`config.mk`:
```
export PLATFORM = sky130hd
export DESIGN_NAME = tpc_host_ctrl
export DESIGN_NICKNAME = d
export VERILOG_FILES = /design/src/core/tpc_pkg.sv /design/src/core/tpc_host_ctrl.sv
export SDC_FILE = /design/constraint.sdc
export NUM_CORES = 2
export LEC_CHECK = 0
export ABC_AREA = 1
export BUFFER_PORTS_ARGS = -buffer_cell sky130_fd_sc_hd__clkbuf_2
export CORE_MARGIN = 3
export CORE_UTILIZATION = 46
export CTS_BUF_LIST = sky130_fd_sc_hd__clkbuf_4 sky130_fd_sc_hd__clkbuf_8
export DETAILED_ROUTE_END_ITERATION = 8
export MAX_ROUTING_LAYER = met4
export PLACE_DENSITY = 0.66
export SETUP_SLACK_MARGIN = 0.2
export SYNTH_ARGS = -nofsm -noshare
export SYNTH_HDL_FRONTEND = slang
export SYNTH_SLANG_ARGS = --single-unit
```
`constraint.sdc`:
```
create_clock -name sys_clk -period 11.6 [get_ports sys_clk]
set_input_delay 1.16 -clock sys_clk [delete_from_list [all_inputs] [get_ports sys_clk]]
set_output_delay 1.16 -clock sys_clk [all_outputs]
set_load 0.005 [all_outputs]
```
`src/core/tpc_pkg.sv`:
```
// Constants, register map and types for the timing processor host control
package tpc_pkg;
	// Clock and time base
	localparam int          CLK_NS     = 100;
	localparam int          TICK_NS    = 10000;
	localparam int          TICK_CYC   = TICK_NS / CLK_NS;
	localparam logic [6:0]  PRE_LAST   = 7'(TICK_CYC - 1);
	localparam logic [17:0] TPS        = 18'(1000000000 / TICK_NS);
	localparam int          ADJ_MS     = 100;
	localparam logic [13:0] ADJ_MAX    = 14'(ADJ_MS * 1000000 / TICK_NS);
	localparam int          DAY_S      = 86400;
	localparam logic [31:0] YEAR_SHORT = 32'(365 * DAY_S);
	localparam logic [31:0] YEAR_LONG  = 32'(366 * DAY_S);

	// Register byte offsets
	localparam logic [7:0] OFS_CTRL    = 8'h00;
	localparam logic [7:0] OFS_TREQ    = 8'h04;
	localparam logic [7:0] OFS_EREQ    = 8'h08;
	localparam logic [7:0] OFS_UNLOCK  = 8'h0C;
	localparam logic [7:0] OFS_TMAJ    = 8'h10;
	localparam logic [7:0] OFS_TMIN    = 8'h14;
	localparam logic [7:0] OFS_EMAJ    = 8'h18;
	localparam logic [7:0] OFS_EMIN    = 8'h1C;
	localparam logic [7:0] OFS_SMAJ    = 8'h20;
	localparam logic [7:0] OFS_SMIN    = 8'h24;
	localparam logic [7:0] OFS_ISTAT   = 8'h28;
	localparam logic [7:0] OFS_DAC     = 8'h2C;
	localparam logic [7:0] OFS_SETMAJ  = 8'h30;
	localparam logic [7:0] OFS_ADJ     = 8'h34;
	localparam logic [7:0] OFS_YEAR    = 8'h38;
	localparam logic [7:0] OFS_CMD     = 8'h3C;
	localparam logic [7:0] OFS_E2MAJ   = 8'h40;
	localparam logic [7:0] OFS_E2MIN   = 8'h44;
	localparam logic [7:0] OFS_E3MAJ   = 8'h48;
	localparam logic [7:0] OFS_E3MIN   = 8'h4C;
	localparam logic [7:0] OFS_LOCOFF  = 8'h50;
	localparam logic [7:0] OFS_LEAP    = 8'h54;
	localparam logic [7:0] OFS_LEAPAT  = 8'h58;
	localparam logic [7:0] OFS_PERIOD  = 8'h5C;
	localparam logic [2:0] DP_BASE     = 3'h4;

	// Control register fields
	localparam int C_MODE = 0;
	localparam int C_BIN  = 2;
	localparam int C_LOCK = 3;
	localparam int C_STB  = 4;
	localparam int C_USON = 5;
	localparam int C_LOC  = 6;
	localparam int C_YINC = 7;
	localparam int C_GFMT = 8;
	localparam int C_SDIS = 9;
	localparam int C_PSYN = 10;
	localparam int C_FREQ = 11;
	localparam logic [1:0] MODE_GPS = 2'h2;

	// Command register bits, leap register fields
	localparam int K_SEND = 0;
	localparam int K_SRST = 1;
	localparam int K_SYNC = 2;
	localparam int K_DISC = 3;
	localparam int L_ARM  = 8;
	localparam int L_DEL  = 9;

	// Interrupt flag bits
	localparam int I_EVT  = 0;
	localparam int I_STB  = 1;
	localparam int I_PPS  = 2;
	localparam int I_EV2  = 3;
	localparam int I_EV3  = 4;
	localparam int I_DONE = 5;
	localparam int I_PKT  = 6;

	// Command codes and locally kept packet ids (ids arbitrary)
	localparam logic [7:0] CMD_PKT = 8'h31;
	localparam logic [7:0] MON_A   = 8'h01;
	localparam logic [7:0] MON_B   = 8'h02;
	localparam logic [7:0] MON_C   = 8'h03;
	localparam logic [15:0] DAC_RST = 16'h8000;

	typedef enum logic [1:0] {
		CS_IDLE = 2'b00,
		CS_EXEC = 2'b01,
		CS_WAIT = 2'b10
	} tpc_cmd_type;

	typedef struct packed {
		logic              ack;
		logic [31:0]       rdat;
		logic [15:0]       ctrl;
		logic [31:0]       major;
		logic [16:0]       minor;
		logic [6:0]        pre;
		logic [15:0]       adj;
		logic [13:0]       budget;
		logic [31:0]       tmaj;
		logic [16:0]       tmin;
		logic [31:0]       emaj;
		logic [16:0]       emin;
		logic [31:0]       e2maj;
		logic [16:0]       e2min;
		logic [31:0]       e3maj;
		logic [16:0]       e3min;
		logic [31:0]       smaj;
		logic [16:0]       smin;
		logic              shold;
		logic              locked;
		logic [7:0]        istat;
		logic [15:0]       dac;
		logic [15:0]       year;
		logic [31:0]       locoff;
		logic [9:0]        leap;
		logic [31:0]       leapat;
		logic [23:0]       period;
		logic [23:0]       pcnt;
		logic              pout;
		logic              strobe;
		logic              pps;
		logic [2:0]        evp;
		logic              trk;
		logic              gstatic;
		logic [7:0][7:0]   dp;
		tpc_cmd_type       cst;
		logic              greq;
		logic [7:0]        gid;
		logic              rtcwr;
		logic [31:0]       rtcsec;
		logic              bdisc;
		logic              nvwr;
	} tpc_state_type;
endpackage

```
`src/core/tpc_host_ctrl.sv`:
```
// Host control of the timing processor: captures, strobe, flags, commands
// How it works
// - Writing a capture request latches running time or event time.
// - Reading capture registers returns held values, never captures anew.
// - Strobe output stays off while compare registers are being loaded.
// - Setting major time leaves the sub-second counter untouched.
// - With lockout on, first event input captures wait until the release write.
// - Flag register fully readable, each bit clearable by the host.
// - Advance or retard by count times 10 us, max 100 ms per second.
// - Year auto-increment bumps the year and stores it to nonvolatile.
// - Synchronise command copies current time into the battery clock.
// - Battery disconnect holds until power-on reset reconnects it.
// - Send command forwards the staged command for execution.
// - Kept packets answer at once, others are fetched from receiver.
// - Outside satellite mode one leap second can be inserted or deleted.
// - Fixed clock output selectable among 1, 5 and 10 MHz.
// - Programming the periodic rate also turns on pps-synchronous mode.
// - In satellite mode the receiver is put in static mode once tracking, unless disabled.
// - Satellite format setting decides leap offset correction.
// - Oscillator DAC value is written and read back by the host.
// - Second and third event inputs have capture registers of their own.
// - Software reset command resets the timing logic.
// - Local offset applies to reported time only while enabled.
`timescale 1ns/10ps
module tpc_host_ctrl
	import tpc_pkg::*;
(
	input  wire logic        sys_clk,
	input  wire logic        rst,
	input  wire logic        ce,
	input  wire logic        wb_cyc_i,
	input  wire logic        wb_stb_i,
	input  wire logic        wb_we_i,
	input  wire logic [7:0]  wb_adr_i,
	input  wire logic [3:0]  wb_sel_i,
	input  wire logic [31:0] wb_dat_i,
	output logic [31:0]      wb_dat_o,
	output logic             wb_ack_o,
	input  wire logic        ext_evt,
	input  wire logic        ext_evt2,
	input  wire logic        ext_evt3,
	input  wire logic [31:0] gps_sec,
	input  wire logic        gps_sec_vld,
	input  wire logic        gps_trk,
	input  wire logic        gps_pkt_rdy,
	output logic             strobe_out,
	output logic             pps_out,
	output logic             periodic_out,
	output logic [1:0]       freq_sel,
	output logic [15:0]      dac_out,
	output logic             gps_req,
	output logic [7:0]       gps_req_id,
	output logic             gps_static,
	output logic             rtc_wr,
	output logic [31:0]      rtc_sec,
	output logic             batt_disc,
	output logic             year_nv_wr,
	output logic [15:0]      year_nv
);

	tpc_state_type q;
	tpc_state_type n;

	// Byte-lane merge of a write into an old word
	function automatic logic [31:0] wb_merge(
		input logic [31:0] o,
		input logic [31:0] d,
		input logic [3:0]  s
	);
		logic [31:0] r;
		r = o;
		for (int i = 0; i < 4; i++) begin
			if (s[i]) begin
				r[i*8 +: 8] = d[i*8 +: 8];
			end
		end
		return r;
	endfunction

	// Reported major time, local offset only when enabled
	function automatic logic [31:0] rep_major(input tpc_state_type s);
		rep_major = s.ctrl[C_LOC] ? s.major + s.locoff : s.major;
	endfunction

	function automatic logic [31:0] year_len(input logic [15:0] y);
		year_len = (y[1:0] == 2'h0) ? YEAR_LONG : YEAR_SHORT;
	endfunction

	function automatic logic kept_pkt(input logic [7:0] id);
		kept_pkt = (id == MON_A) || (id == MON_B) || (id == MON_C);
	endfunction

	logic        tick;
	logic        sec;
	logic        acc;
	logic        idle;
	logic        srst;
	logic [1:0]  step;
	logic [1:0]  inc;
	logic [17:0] mn;
	logic [31:0] ns;
	logic [31:0] wd;
	logic [31:0] rd;
	logic [7:0]  setm;
	logic [2:0]  evr;
	logic [7:0]  adr;

	// Whole next-state computation
	always_comb begin
		n = q;
		n.ack = 1'b0;
		n.strobe = 1'b0;
		n.pps = 1'b0;
		n.greq = 1'b0;
		n.gstatic = 1'b0;
		n.rtcwr = 1'b0;
		n.nvwr = 1'b0;
		tick = 1'b0;
		sec = 1'b0;
		srst = 1'b0;
		step = 2'h1;
		inc = 2'h1;
		mn = 18'h00000;
		ns = 32'h00000000;
		setm = 8'h00;
		rd = 32'h00000000;
		adr = {wb_adr_i[7:2], 2'b00};
		acc = wb_cyc_i && wb_stb_i && !q.ack;
		idle = (q.cst == CS_IDLE);
		evr = {ext_evt3, ext_evt2, ext_evt} & ~q.evp;
		n.evp = {ext_evt3, ext_evt2, ext_evt};
		wd = wb_merge(32'h00000000, wb_dat_i, wb_sel_i);

		// 10 us prescaler
		if (q.pre == PRE_LAST) begin
			n.pre = 7'h00;
			tick = 1'b1;
		end else begin
			n.pre = q.pre + 7'h01;
		end

		// Slew: one extra or one skipped tick, budget per second
		if (tick) begin
			if (q.adj != 16'h0000 && q.budget != 14'h0000) begin
				step = q.adj[15] ? 2'h0 : 2'h2;
				n.adj = q.adj[15] ? q.adj + 16'h0001
					: q.adj - 16'h0001;
				n.budget = q.budget - 14'h0001;
			end
			mn = {1'b0, q.minor} + {16'h0000, step};
			if (mn >= TPS) begin
				n.minor = 17'(mn - TPS);
				sec = 1'b1;
			end else begin
				n.minor = mn[16:0];
			end
			// Periodic divider in ticks
			if (q.period != 24'h000000) begin
				if (q.pcnt >= q.period - 24'h000001) begin
					n.pcnt = 24'h000000;
					n.pout = !q.pout;
				end else begin
					n.pcnt = q.pcnt + 24'h000001;
				end
			end
		end

		// Second boundary: leap handling, year roll
		if (sec) begin
			n.pps = 1'b1;
			setm[I_PPS] = 1'b1;
			n.budget = ADJ_MAX;
			if (q.leap[L_ARM] && q.ctrl[C_MODE +: 2] != MODE_GPS
				&& q.major == q.leapat) begin
				inc = q.leap[L_DEL] ? 2'h2 : 2'h0;
				n.leap[L_ARM] = 1'b0;
			end
			ns = q.major + {30'h00000000, inc};
			if (ns >= year_len(q.year)) begin
				ns = ns - year_len(q.year);
				if (q.ctrl[C_YINC]) begin
					n.year = q.year + 16'h0001;
					n.nvwr = 1'b1;
				end
			end
			n.major = ns;
			if (q.ctrl[C_PSYN]) begin
				n.pcnt = 24'h000000;
				n.pout = 1'b1;
			end
		end

		// Satellite time load and static-mode request
		if (q.ctrl[C_MODE +: 2] == MODE_GPS) begin
			if (gps_sec_vld) begin
				n.major = q.ctrl[C_GFMT]
					? gps_sec - {24'h000000, q.leap[7:0]}
					: gps_sec;
			end
			if (gps_trk && !q.trk && !q.ctrl[C_SDIS]) begin
				n.gstatic = 1'b1;
			end
		end
		n.trk = gps_trk;

		// Coincidence strobe, held off while compare is reloaded
		if (tick && q.ctrl[C_STB] && !q.shold
			&& !(acc && wb_we_i && (adr == OFS_SMAJ || adr == OFS_SMIN))
			&& q.minor == q.smin
			&& (q.ctrl[C_USON] || q.major == q.smaj)) begin
			n.strobe = 1'b1;
			setm[I_STB] = 1'b1;
		end

		// Read mux: plain copies of held values, no side effects
		unique case (adr)
			OFS_CTRL:   rd = {16'h0000, q.ctrl};
			OFS_TMAJ:   rd = q.tmaj;
			OFS_TMIN:   rd = {15'h0000, q.tmin};
			OFS_EMAJ:   rd = q.emaj;
			OFS_EMIN:   rd = {15'h0000, q.emin};
			OFS_SMAJ:   rd = q.smaj;
			OFS_SMIN:   rd = {15'h0000, q.smin};
			OFS_ISTAT:  rd = {24'h000000, q.istat};
			OFS_DAC:    rd = {16'h0000, q.dac};
			OFS_ADJ:    rd = {16'h0000, q.adj};
			OFS_YEAR:   rd = {16'h0000, q.year};
			OFS_CMD:    rd = {31'h00000000, !idle};
			OFS_E2MAJ:  rd = q.e2maj;
			OFS_E2MIN:  rd = {15'h0000, q.e2min};
			OFS_E3MAJ:  rd = q.e3maj;
			OFS_E3MIN:  rd = {15'h0000, q.e3min};
			OFS_LOCOFF: rd = q.locoff;
			OFS_LEAP:   rd = {22'h000000, q.leap};
			OFS_LEAPAT: rd = q.leapat;
			OFS_PERIOD: rd = {8'h00, q.period};
			default: begin
				if (adr[7:5] == DP_BASE) begin
					rd = {24'h000000, q.dp[adr[4:2]]};
				end
			end
		endcase

		// Bus access: one-cycle answer, unmapped writes ignored
		if (acc) begin
			n.ack = 1'b1;
			n.rdat = wb_we_i ? 32'h00000000 : rd;
			if (wb_we_i) begin
				unique case (adr)
					OFS_CTRL: n.ctrl = 16'(wb_merge({16'h0000, q.ctrl},
						wb_dat_i, wb_sel_i));
					OFS_TREQ: begin
						n.tmaj = rep_major(q);
						n.tmin = q.minor;
					end
					OFS_EREQ: begin
						if (!q.locked) begin
							n.emaj = rep_major(q);
							n.emin = q.minor;
							n.locked = q.ctrl[C_LOCK];
						end
					end
					OFS_UNLOCK: n.locked = 1'b0;
					OFS_SMAJ: begin
						n.smaj = wb_merge(q.smaj, wb_dat_i, wb_sel_i);
						n.shold = 1'b1;
					end
					OFS_SMIN: begin
						n.smin = 17'(wb_merge({15'h0000, q.smin}, wb_dat_i,
							wb_sel_i));
						n.shold = 1'b0;
					end
					OFS_ISTAT: n.istat = q.istat & ~wd[7:0];
					OFS_DAC: n.dac = 16'(wb_merge({16'h0000, q.dac},
						wb_dat_i, wb_sel_i));
					OFS_SETMAJ: n.major = wb_merge(q.major, wb_dat_i,
						wb_sel_i);
					OFS_ADJ: begin
						n.adj = wd[15:0];
					end
					OFS_YEAR: n.year = 16'(wb_merge({16'h0000, q.year},
						wb_dat_i, wb_sel_i));
					OFS_CMD: begin
						if (idle && wd[K_SEND]) begin
							n.cst = CS_EXEC;
						end
						srst = wd[K_SRST];
						if (wd[K_SYNC]) begin
							n.rtcwr = 1'b1;
							n.rtcsec = q.major;
						end
						if (wd[K_DISC]) begin
							n.bdisc = 1'b1;
						end
					end
					OFS_LOCOFF: n.locoff = wb_merge(q.locoff, wb_dat_i,
						wb_sel_i);
					OFS_LEAP: n.leap = wd[9:0];
					OFS_LEAPAT: n.leapat = wb_merge(q.leapat, wb_dat_i,
						wb_sel_i);
					OFS_PERIOD: begin
						n.period = 24'(wb_merge({8'h00, q.period}, wb_dat_i,
							wb_sel_i));
						n.ctrl[C_PSYN] = 1'b1;
					end
					default: begin
						// Staging area is frozen while a command runs
						if (adr[7:5] == DP_BASE && idle && wb_sel_i[0]) begin
							n.dp[adr[4:2]] = wb_dat_i[7:0];
						end
					end
				endcase
			end
		end

		// External events, seen after any release in this cycle
		if (evr[0] && !n.locked) begin
			n.emaj = rep_major(q);
			n.emin = q.minor;
			n.locked = q.ctrl[C_LOCK];
			setm[I_EVT] = 1'b1;
		end
		if (evr[1]) begin
			n.e2maj = rep_major(q);
			n.e2min = q.minor;
			setm[I_EV2] = 1'b1;
		end
		if (evr[2]) begin
			n.e3maj = rep_major(q);
			n.e3min = q.minor;
			setm[I_EV3] = 1'b1;
		end

		// Command engine
		unique case (q.cst)
			CS_IDLE: begin
			end
			CS_EXEC: begin
				if (q.dp[0] == CMD_PKT && !kept_pkt(q.dp[1])) begin
					n.greq = 1'b1;
					n.gid = q.dp[1];
					n.cst = CS_WAIT;
				end else begin
					if (q.dp[0] == CMD_PKT) begin
						setm[I_PKT] = 1'b1;
					end
					setm[I_DONE] = 1'b1;
					n.cst = CS_IDLE;
				end
			end
			CS_WAIT: begin
				if (gps_pkt_rdy) begin
					setm[I_PKT] = 1'b1;
					setm[I_DONE] = 1'b1;
					n.cst = CS_IDLE;
				end
			end
			default: n.cst = CS_IDLE;
		endcase

		// Hardware sets win over a clear in the same cycle
		n.istat = n.istat | setm;

		// Software reset of timing logic and leap setting; bus, other settings, battery kept
		if (srst) begin
			n.major = 32'h00000000;
			n.minor = 17'h00000;
			n.pre = 7'h00;
			n.adj = 16'h0000;
			n.budget = ADJ_MAX;
			n.locked = 1'b0;
			n.shold = 1'b0;
			n.istat = 8'h00;
			n.pcnt = 24'h000000;
			n.pout = 1'b0;
			n.leap = 10'h000;
			n.cst = CS_IDLE;
		end
	end

	// State register; clock enable freezes everything
	always_ff @(posedge sys_clk) begin
		if (rst) begin
			q <= '0;
			q.budget <= ADJ_MAX;
			q.dac <= DAC_RST;
			q.cst <= CS_IDLE;
		end else if (ce) begin
			q <= n;
		end
	end

	// Outputs straight from state flops
	assign wb_dat_o = q.rdat;
	assign wb_ack_o = q.ack;
	assign strobe_out = q.strobe;
	assign pps_out = q.pps;
	assign periodic_out = q.pout;
	assign freq_sel = q.ctrl[C_FREQ +: 2];
	assign dac_out = q.dac;
	assign gps_req = q.greq;
	assign gps_req_id = q.gid;
	assign gps_static = q.gstatic;
	assign rtc_wr = q.rtcwr;
	assign rtc_sec = q.rtcsec;
	assign batt_disc = q.bdisc;
	assign year_nv_wr = q.nvwr;
	assign year_nv = q.year;

endmodule

```
=== After elaboration in Yosys (flattened, before gate mapping) ===
Cells that the tools add are included.

* Register bits after elaboration: 662
* Bits of input ports: 88

* Magnitude comparators: 5
* $add $sub $neg: 13
* Reductions and logical operators: 93
* Equal/unequal tests: 44
* Multiplexer cells: 126
* Bitwise gates (word level): 6

{| class="wikitable"
|+ Operators by type and width
! kind !! number
|-
| case mux 32 bit (20 select lines) || 1
|-
| 2-to-1 mux 32 bit || 10
|-
| 2-to-1 mux 140 bit || 2
|-
| 2-to-1 mux 49 bit || 5
|-
| 2-to-1 mux 8 bit || 25
|-
| 2-to-1 mux 16 bit || 9
|-
| AND reduction 5 bit || 27
|-
| 2-to-1 mux 25 bit || 5
|-
| 2-to-1 mux 34 bit || 3
|-
| 2-to-1 mux 86 bit || 1
|-
| 2-to-1 mux 81 bit || 1
|-
| bitwise mux 64 bit || 1
|-
| equality test 32 bit || 2
|-
| 2-to-1 mux 30 bit || 2
|-
| equality test 6 x 4 -> 1 bit (second input constant) || 8
|-
| equality test 6 x 5 -> 1 bit (second input constant) || 8
|-
| 2-to-1 mux 24 bit || 2
|-
| 2-to-1 mux 48 bit || 1
|-
| 2-to-1 mux 10 bit || 4
|-
| 2-to-1 mux 17 bit || 2
|-
| 2-to-1 mux 33 bit || 1
|-
| adder 16 x 1 -> 16 bit (second input constant) || 2
|-
| adder 32 x 2 -> 32 bit || 1
|-
| adder 32 bit || 1
|-
| 61 further kinds || 163
|}

=== Logic depth before layout (Yosys ltp) ===
* Depth after elaboration: 21
* Depth in mapped cells: 33
* Mapped depth without buffers: 33

=== Least setup slack after synthesis ===
Ideal clock, no wire load.

* Kind: flip-flop to flip-flop
* From: register q[586] (netlist name)
* To: register q[604] (netlist name)
* Path slack: 7.593 ns
* Setup time: 0.132 ns
* Cell stages (with the launch flop): 30
* Arrival time: 3.875 ns
* Period minus slack after synthesis: 4.007 ns
* Path buffers: 1
* Cells stage by stage: dfxtp_1 -> inv_1 -> a22o_1 -> nor2_1 -> nand2_1 -> nor4_1 -> nand4_1 -> nor2_1 -> ha_1 -> nand3_1 -> nand2_2 -> nand2_1 -> nor2_4 -> xor2_1 -> ha_1 -> a21oi_1 -> inv_1 -> nand3_1 -> nand2_1 -> a21oi_1 -> nand2_1 -> nand2_4 -> clkbuf_1 -> nand4_1 -> nand2_1 -> nand2_1 -> nand2_1 -> nand2_1 -> nand2_1 -> a21oi_1

* Cells in the longest elaborated chain, start to end: 14

{| class="wikitable"
|+ Ends and longest elaborated chain
! element !! line !! RTL
|-
| start: declaration || tpc_host_ctrl.sv:61 || <nowiki>tpc_state_type q;</nowiki>
|-
| start signal: assignment || tpc_host_ctrl.sv:389 || <nowiki>q <= n;</nowiki>
|-
| equality test 32 bit || tpc_host_ctrl.sv:174 || <nowiki>&& q.major == q.leapat) begin</nowiki>
|-
| logical AND 1 bit || tpc_host_ctrl.sv:174 ||
|-
| 2-to-1 mux 2 bit || tpc_host_ctrl.sv:173 || <nowiki>if (q.leap[L_ARM] && q.ctrl[C_MODE +: 2] != MODE_GPS</nowiki>
|-
| 2-to-1 mux 2 bit || tpc_host_ctrl.sv:169 || <nowiki>if (sec) begin</nowiki>
|-
| adder 32 x 2 -> 32 bit (*) || tpc_host_ctrl.sv:178 || <nowiki>ns = q.major + {30'h00000000, inc};</nowiki>
|-
| subtractor 32 x 25 -> 32 bit or >= comparator 32 bit (tied branches) || tpc_host_ctrl.sv:180, tpc_host_ctrl.sv:179 ||
|-
| 2-to-1 mux 32 bit (*) || tpc_host_ctrl.sv:179 || <nowiki>if (ns >= year_len(q.year)) begin</nowiki>
|-
| 2-to-1 mux 32 bit (*) || tpc_host_ctrl.sv:169 ||
|-
| 2-to-1 mux 32 bit || tpc_host_ctrl.sv:195 || <nowiki>if (gps_sec_vld) begin</nowiki>
|-
| 2-to-1 mux 32 bit (*) || tpc_host_ctrl.sv:194 || <nowiki>if (q.ctrl[C_MODE +: 2] == MODE_GPS) begin</nowiki>
|-
| 2-to-1 mux 32 bit || tpc_host_ctrl.sv:249 || <nowiki>unique case (adr)</nowiki>
|-
| 2-to-1 mux 48 bit || tpc_host_ctrl.sv:248 || <nowiki>if (wb_we_i) begin</nowiki>
|-
| 2-to-1 mux 81 bit (*) || tpc_host_ctrl.sv:245 || <nowiki>if (acc) begin</nowiki>
|-
| 2-to-1 mux 86 bit (*) || tpc_host_ctrl.sv:365 || <nowiki>if (srst) begin</nowiki>
|}

Every way passes the cells marked *; elsewhere a longest branch is shown, timed or not. The select of a mux whose other input is x is not followed.
A chain may end at the register's enable or synchronous reset.

=== Worst setup path in the final report ===
* From: register q[613] (netlist name)
* To: register q, in the netlist year_nv[0]

* Cells in the longest elaborated chain, start to end: 12

{| class="wikitable"
|+ Ends and longest elaborated chain
! element !! line
|-
| != test 2 bit (*) || tpc_host_ctrl.sv:173
|-
| logical AND 1 bit (*) || tpc_host_ctrl.sv:173
|-
| logical AND 1 bit (*) || tpc_host_ctrl.sv:174
|-
| 2-to-1 mux 2 bit (*) || tpc_host_ctrl.sv:173
|-
| 2-to-1 mux 2 bit (*) || tpc_host_ctrl.sv:169
|-
| adder 32 x 2 -> 32 bit (*) || tpc_host_ctrl.sv:178
|-
| >= comparator 32 bit (*) || tpc_host_ctrl.sv:179
|-
| 2-to-1 mux 16 bit (*) || tpc_host_ctrl.sv:179
|-
| 2-to-1 mux 16 bit (*) || tpc_host_ctrl.sv:169
|-
| 2-to-1 mux 16 bit || tpc_host_ctrl.sv:249
|-
| 2-to-1 mux 140 bit || tpc_host_ctrl.sv:248
|-
| 2-to-1 mux 140 bit (*) || tpc_host_ctrl.sv:245
|}

Marked as above.

==> flow_metrics.py <==
metrics = {
    "critical_path": {
        "cp-end-kind": "flop",
        "max_stage_delay_ns": 0.55,
        "arrival_ns": 6.97,
        "path_common_cell": "nand2_1",
        "crit_slowest_cell": "nand3_4",
        "crit_start": "q[613]$_SDFFE_PP0P_",
        "r2r_start": "q[613]$_SDFFE_PP0P_",
        "path_class": "reg2reg",
        "startpoint_type": "flop",
        "cp.required_ns": 12.21,
        "crit_fanout": 48,
    },
    "timing": {
        "setup_tns_ns": 0,
        "period_minus_slack_ns": 6.36,
        "worst_pin_slew_ns": 1.34,
        "skew_ns": 0.0485,
        "slew_headroom_pct": 10.6,
        "fin_crit_sh_pct": 54.8,
        "drv_slew": 0,
        "setup_viol": 0,
        "rsz0062_at_grt": "no",
        "hold_slack_ns": 0.453,
        "hold_viol": 0,
        "fmax_ghz": 0.157,
    },
    "die": {
        "die_h_um": 299,
        "fp.coreArea_um2": 84200,
        "num_rows": 106,
        "pin_count": 203,
        "die_w_um": 299,
        "die_area_um2": 89100,
        "initial_core_util_pct": 46.7,
    },
    "clocking": {
        "hold_buffers": 0,
        "path_clk_slew_ns": 0.06,
        "cts-root-buf": "clkbuf_8",
        "ctsHtreeMaxLevel": 3,
        "cts_inserted_buffers": 115,
        "cts_buffer_depth": 3,
        "post-cts-setup-buffer-count": 0,
        "worstSkewPairLatency_ns": 0.80,
        "cts.sinks": 662,
        "cts.repair.resized": 0,
        "cts_tree": "yes",
    },
    "logic_synthesis": {
        "synth_cell_types": 67,
        "synth.avg_cell_area_um2": 6.71,
        "synth_top_area_share_pct": 33.7,
        "synth_area_leaders": "dfxtp_1 (34%), nand2_1 (11%), a21oi_1 (9.1%), o21ai_0 (7.8%), inv_1 (6.1%)",
        "ys_seq_area_share_pct": 33.7,
        "yosys_warnings": 0,
        "ys_ff_latch": 662,
        "synth_common_cells": "nand2_1 (1111), a21oi_1 (714), dfxtp_1 (662)",
        "syn_nets": 6059,
        "synth-edff-count": 0,
        "synthesis.instances": 5864,
        "yosysMostFrequentCell": "nand2_1",
        "async_flop_share_pct": 0,
        "netlist_area_um2": 39400,
        "synth_area_leader_cell": "dfxtp_1",
        "synth_ff_type": "dfxtp_1",
    },
    "finish": {
        "fin_cells": 7051,
        "syn_to_final_growth_pct": 8.96,
        "nFillCells": 8583,
        "drive_above_1_share_pct": 9.52,
        "finalInstanceArea_um2": 42900,
        "final_nets": 6010,
    },
    "power_and_ir_drop": {
        "vdd_ir_drop_max_v": 0.000101,
        "p_per_area_nw_per_um2": 121,
        "leakage_nw": 18.6,
    },
    "hold_path": {
        "hp-start": "q[486]$_SDFFE_PP0P_",
        "hold_path.class": "reg2reg",
    },
    "drt": {
        "drtPass1Iterations": 7,
        "via_per_inst": 5.97,
        "vias": 42100,
        "drc": 0,
        "wl_per_cell_um": 22.7,
        "routed_wl_um": 160000,
        "drtIter0Drc": 5556,
        "detail-route-antenna-nets": 0,
    },
    "global_route": {
        "grt_usage_pct": 35.4,
        "overflow": 0,
        "grt_start_max_net_pins": 264,
        "antenna_found_initial": 5,
        "grt_pass1_vias": 37500,
        "grt_pass1_wl_um": 237000,
    },
    "place": {
        "place_area_um2": 40200,
        "port_buffers": 200,
        "gp_congestion": 1.02,
        "place_inst": 6832,
        "dp_hpwl_um": 115000,
    },
    "job": {
        "cap_violations": 0,
    },
    "status": {
        "status": "finished clean",
    },
}
[placed cells by master, fill, tap and decap left out, drive strengths merged, types with 71 or more instances in the layout]
cell	count
o211ai	74
nor3	71
dfxtp	662
nand4	93
ha	102
clkbuf	384
a21oi	716
inv	662
nand3	298
o21ai	629
xor2	126
nor2	480
nand2	1132
[through the flow]
| step | power (mW) | setup slack (ns) | util, % |
|---|---|---|---|
| 5_1_grt | 5.36 | 4.88 | 50.9 |
| 4_1_cts | 5.21 | 5.50 | 50.9 |
| 3_3_place_gp | 2.73 | 5.55 | 47.7 |
| 6_report | 5.21 | 5.24 | 50.9 |
| 3_5_place_dp | 2.73 | 5.51 | 47.7 |
| 2_1_floorplan | 2.60 | 7.59 | - |
[flip-flops by register name, indices dropped and copies added, names as in the netlist, 2 cells and up]
| register | cells |
|---|---|
| q | 547 |
| rtc_sec | 32 |
| wb_dat_o | 32 |
| dac_out | 16 |
| year_nv | 16 |
| gps_req_id | 8 |
| freq_sel | 2 |
[logic make-up after synthesis]
group	count (synthesis)	synth area share [%]
simple gates	2148	23.3
compound gates	1706	24.3
buf+inv	1080	11.7
flops	662	33.7
xor+xnor	161	3.60
fa+ha+maj	107	3.50
[per-layer routing]
layer	track usage, %	wire, um	up-vias
met4	18.4	9760	0
met2	50.4	66200	2411
li1	-	-	19600
met3	7.90	18500	498
met5	-	0	-
met1	46.9	65600	19600
[where the power goes]
group | total, mW | internal (mW) | switching (mW)
Sequential | 2.34 | 2.31 | 0.0227
Combinational | 0.362 | 0.0945 | 0.267
Clock | 2.51 | 1.44 | 1.08
[path summary, 6_finish.rpt]
kind	endpoint	slack (ns)	depth (start not counted)
worst min register to register	q[486]$_SDFFE_PP0P_	0.45	2
worst max-delay path	year_nv[0]$_SDFFE_PP0P_	5.24	27
worst max register to register	year_nv[0]$_SDFFE_PP0P_	5.24	27
worst min-delay path	q[486]$_SDFFE_PP0P_	0.45	2
[critical path, delay by kind of cell, from the launching register on]
| family | cells | cell delay (ns) |
|---|---|---|
| xor gates and xnor gates | 1 | 0.25 |
| buffers and inverters | 2 | 0.16 |
| DFF | 1 | 0.33 |
| AOI/OAI and AO/OA | 6 | 1.36 |
| and+or+nand+nor | 16 | 3.52 |
| adders and majority gates | 2 | 0.52 |
[layout make-up]
type,instances,area [um^2],share of cell area (%)
clock inverter,29,400,0.933
sequential,662,13300,30.9
inverter,668,2510,5.86
antenna,5,12.5,0.0292
timing repair buffer,246,1380,3.21
clock buffer,185,2330,5.43
multi-input combinational,4122,21600,50.3
tap,1134,1420,3.31
Power figures use the tool's default switching activity.
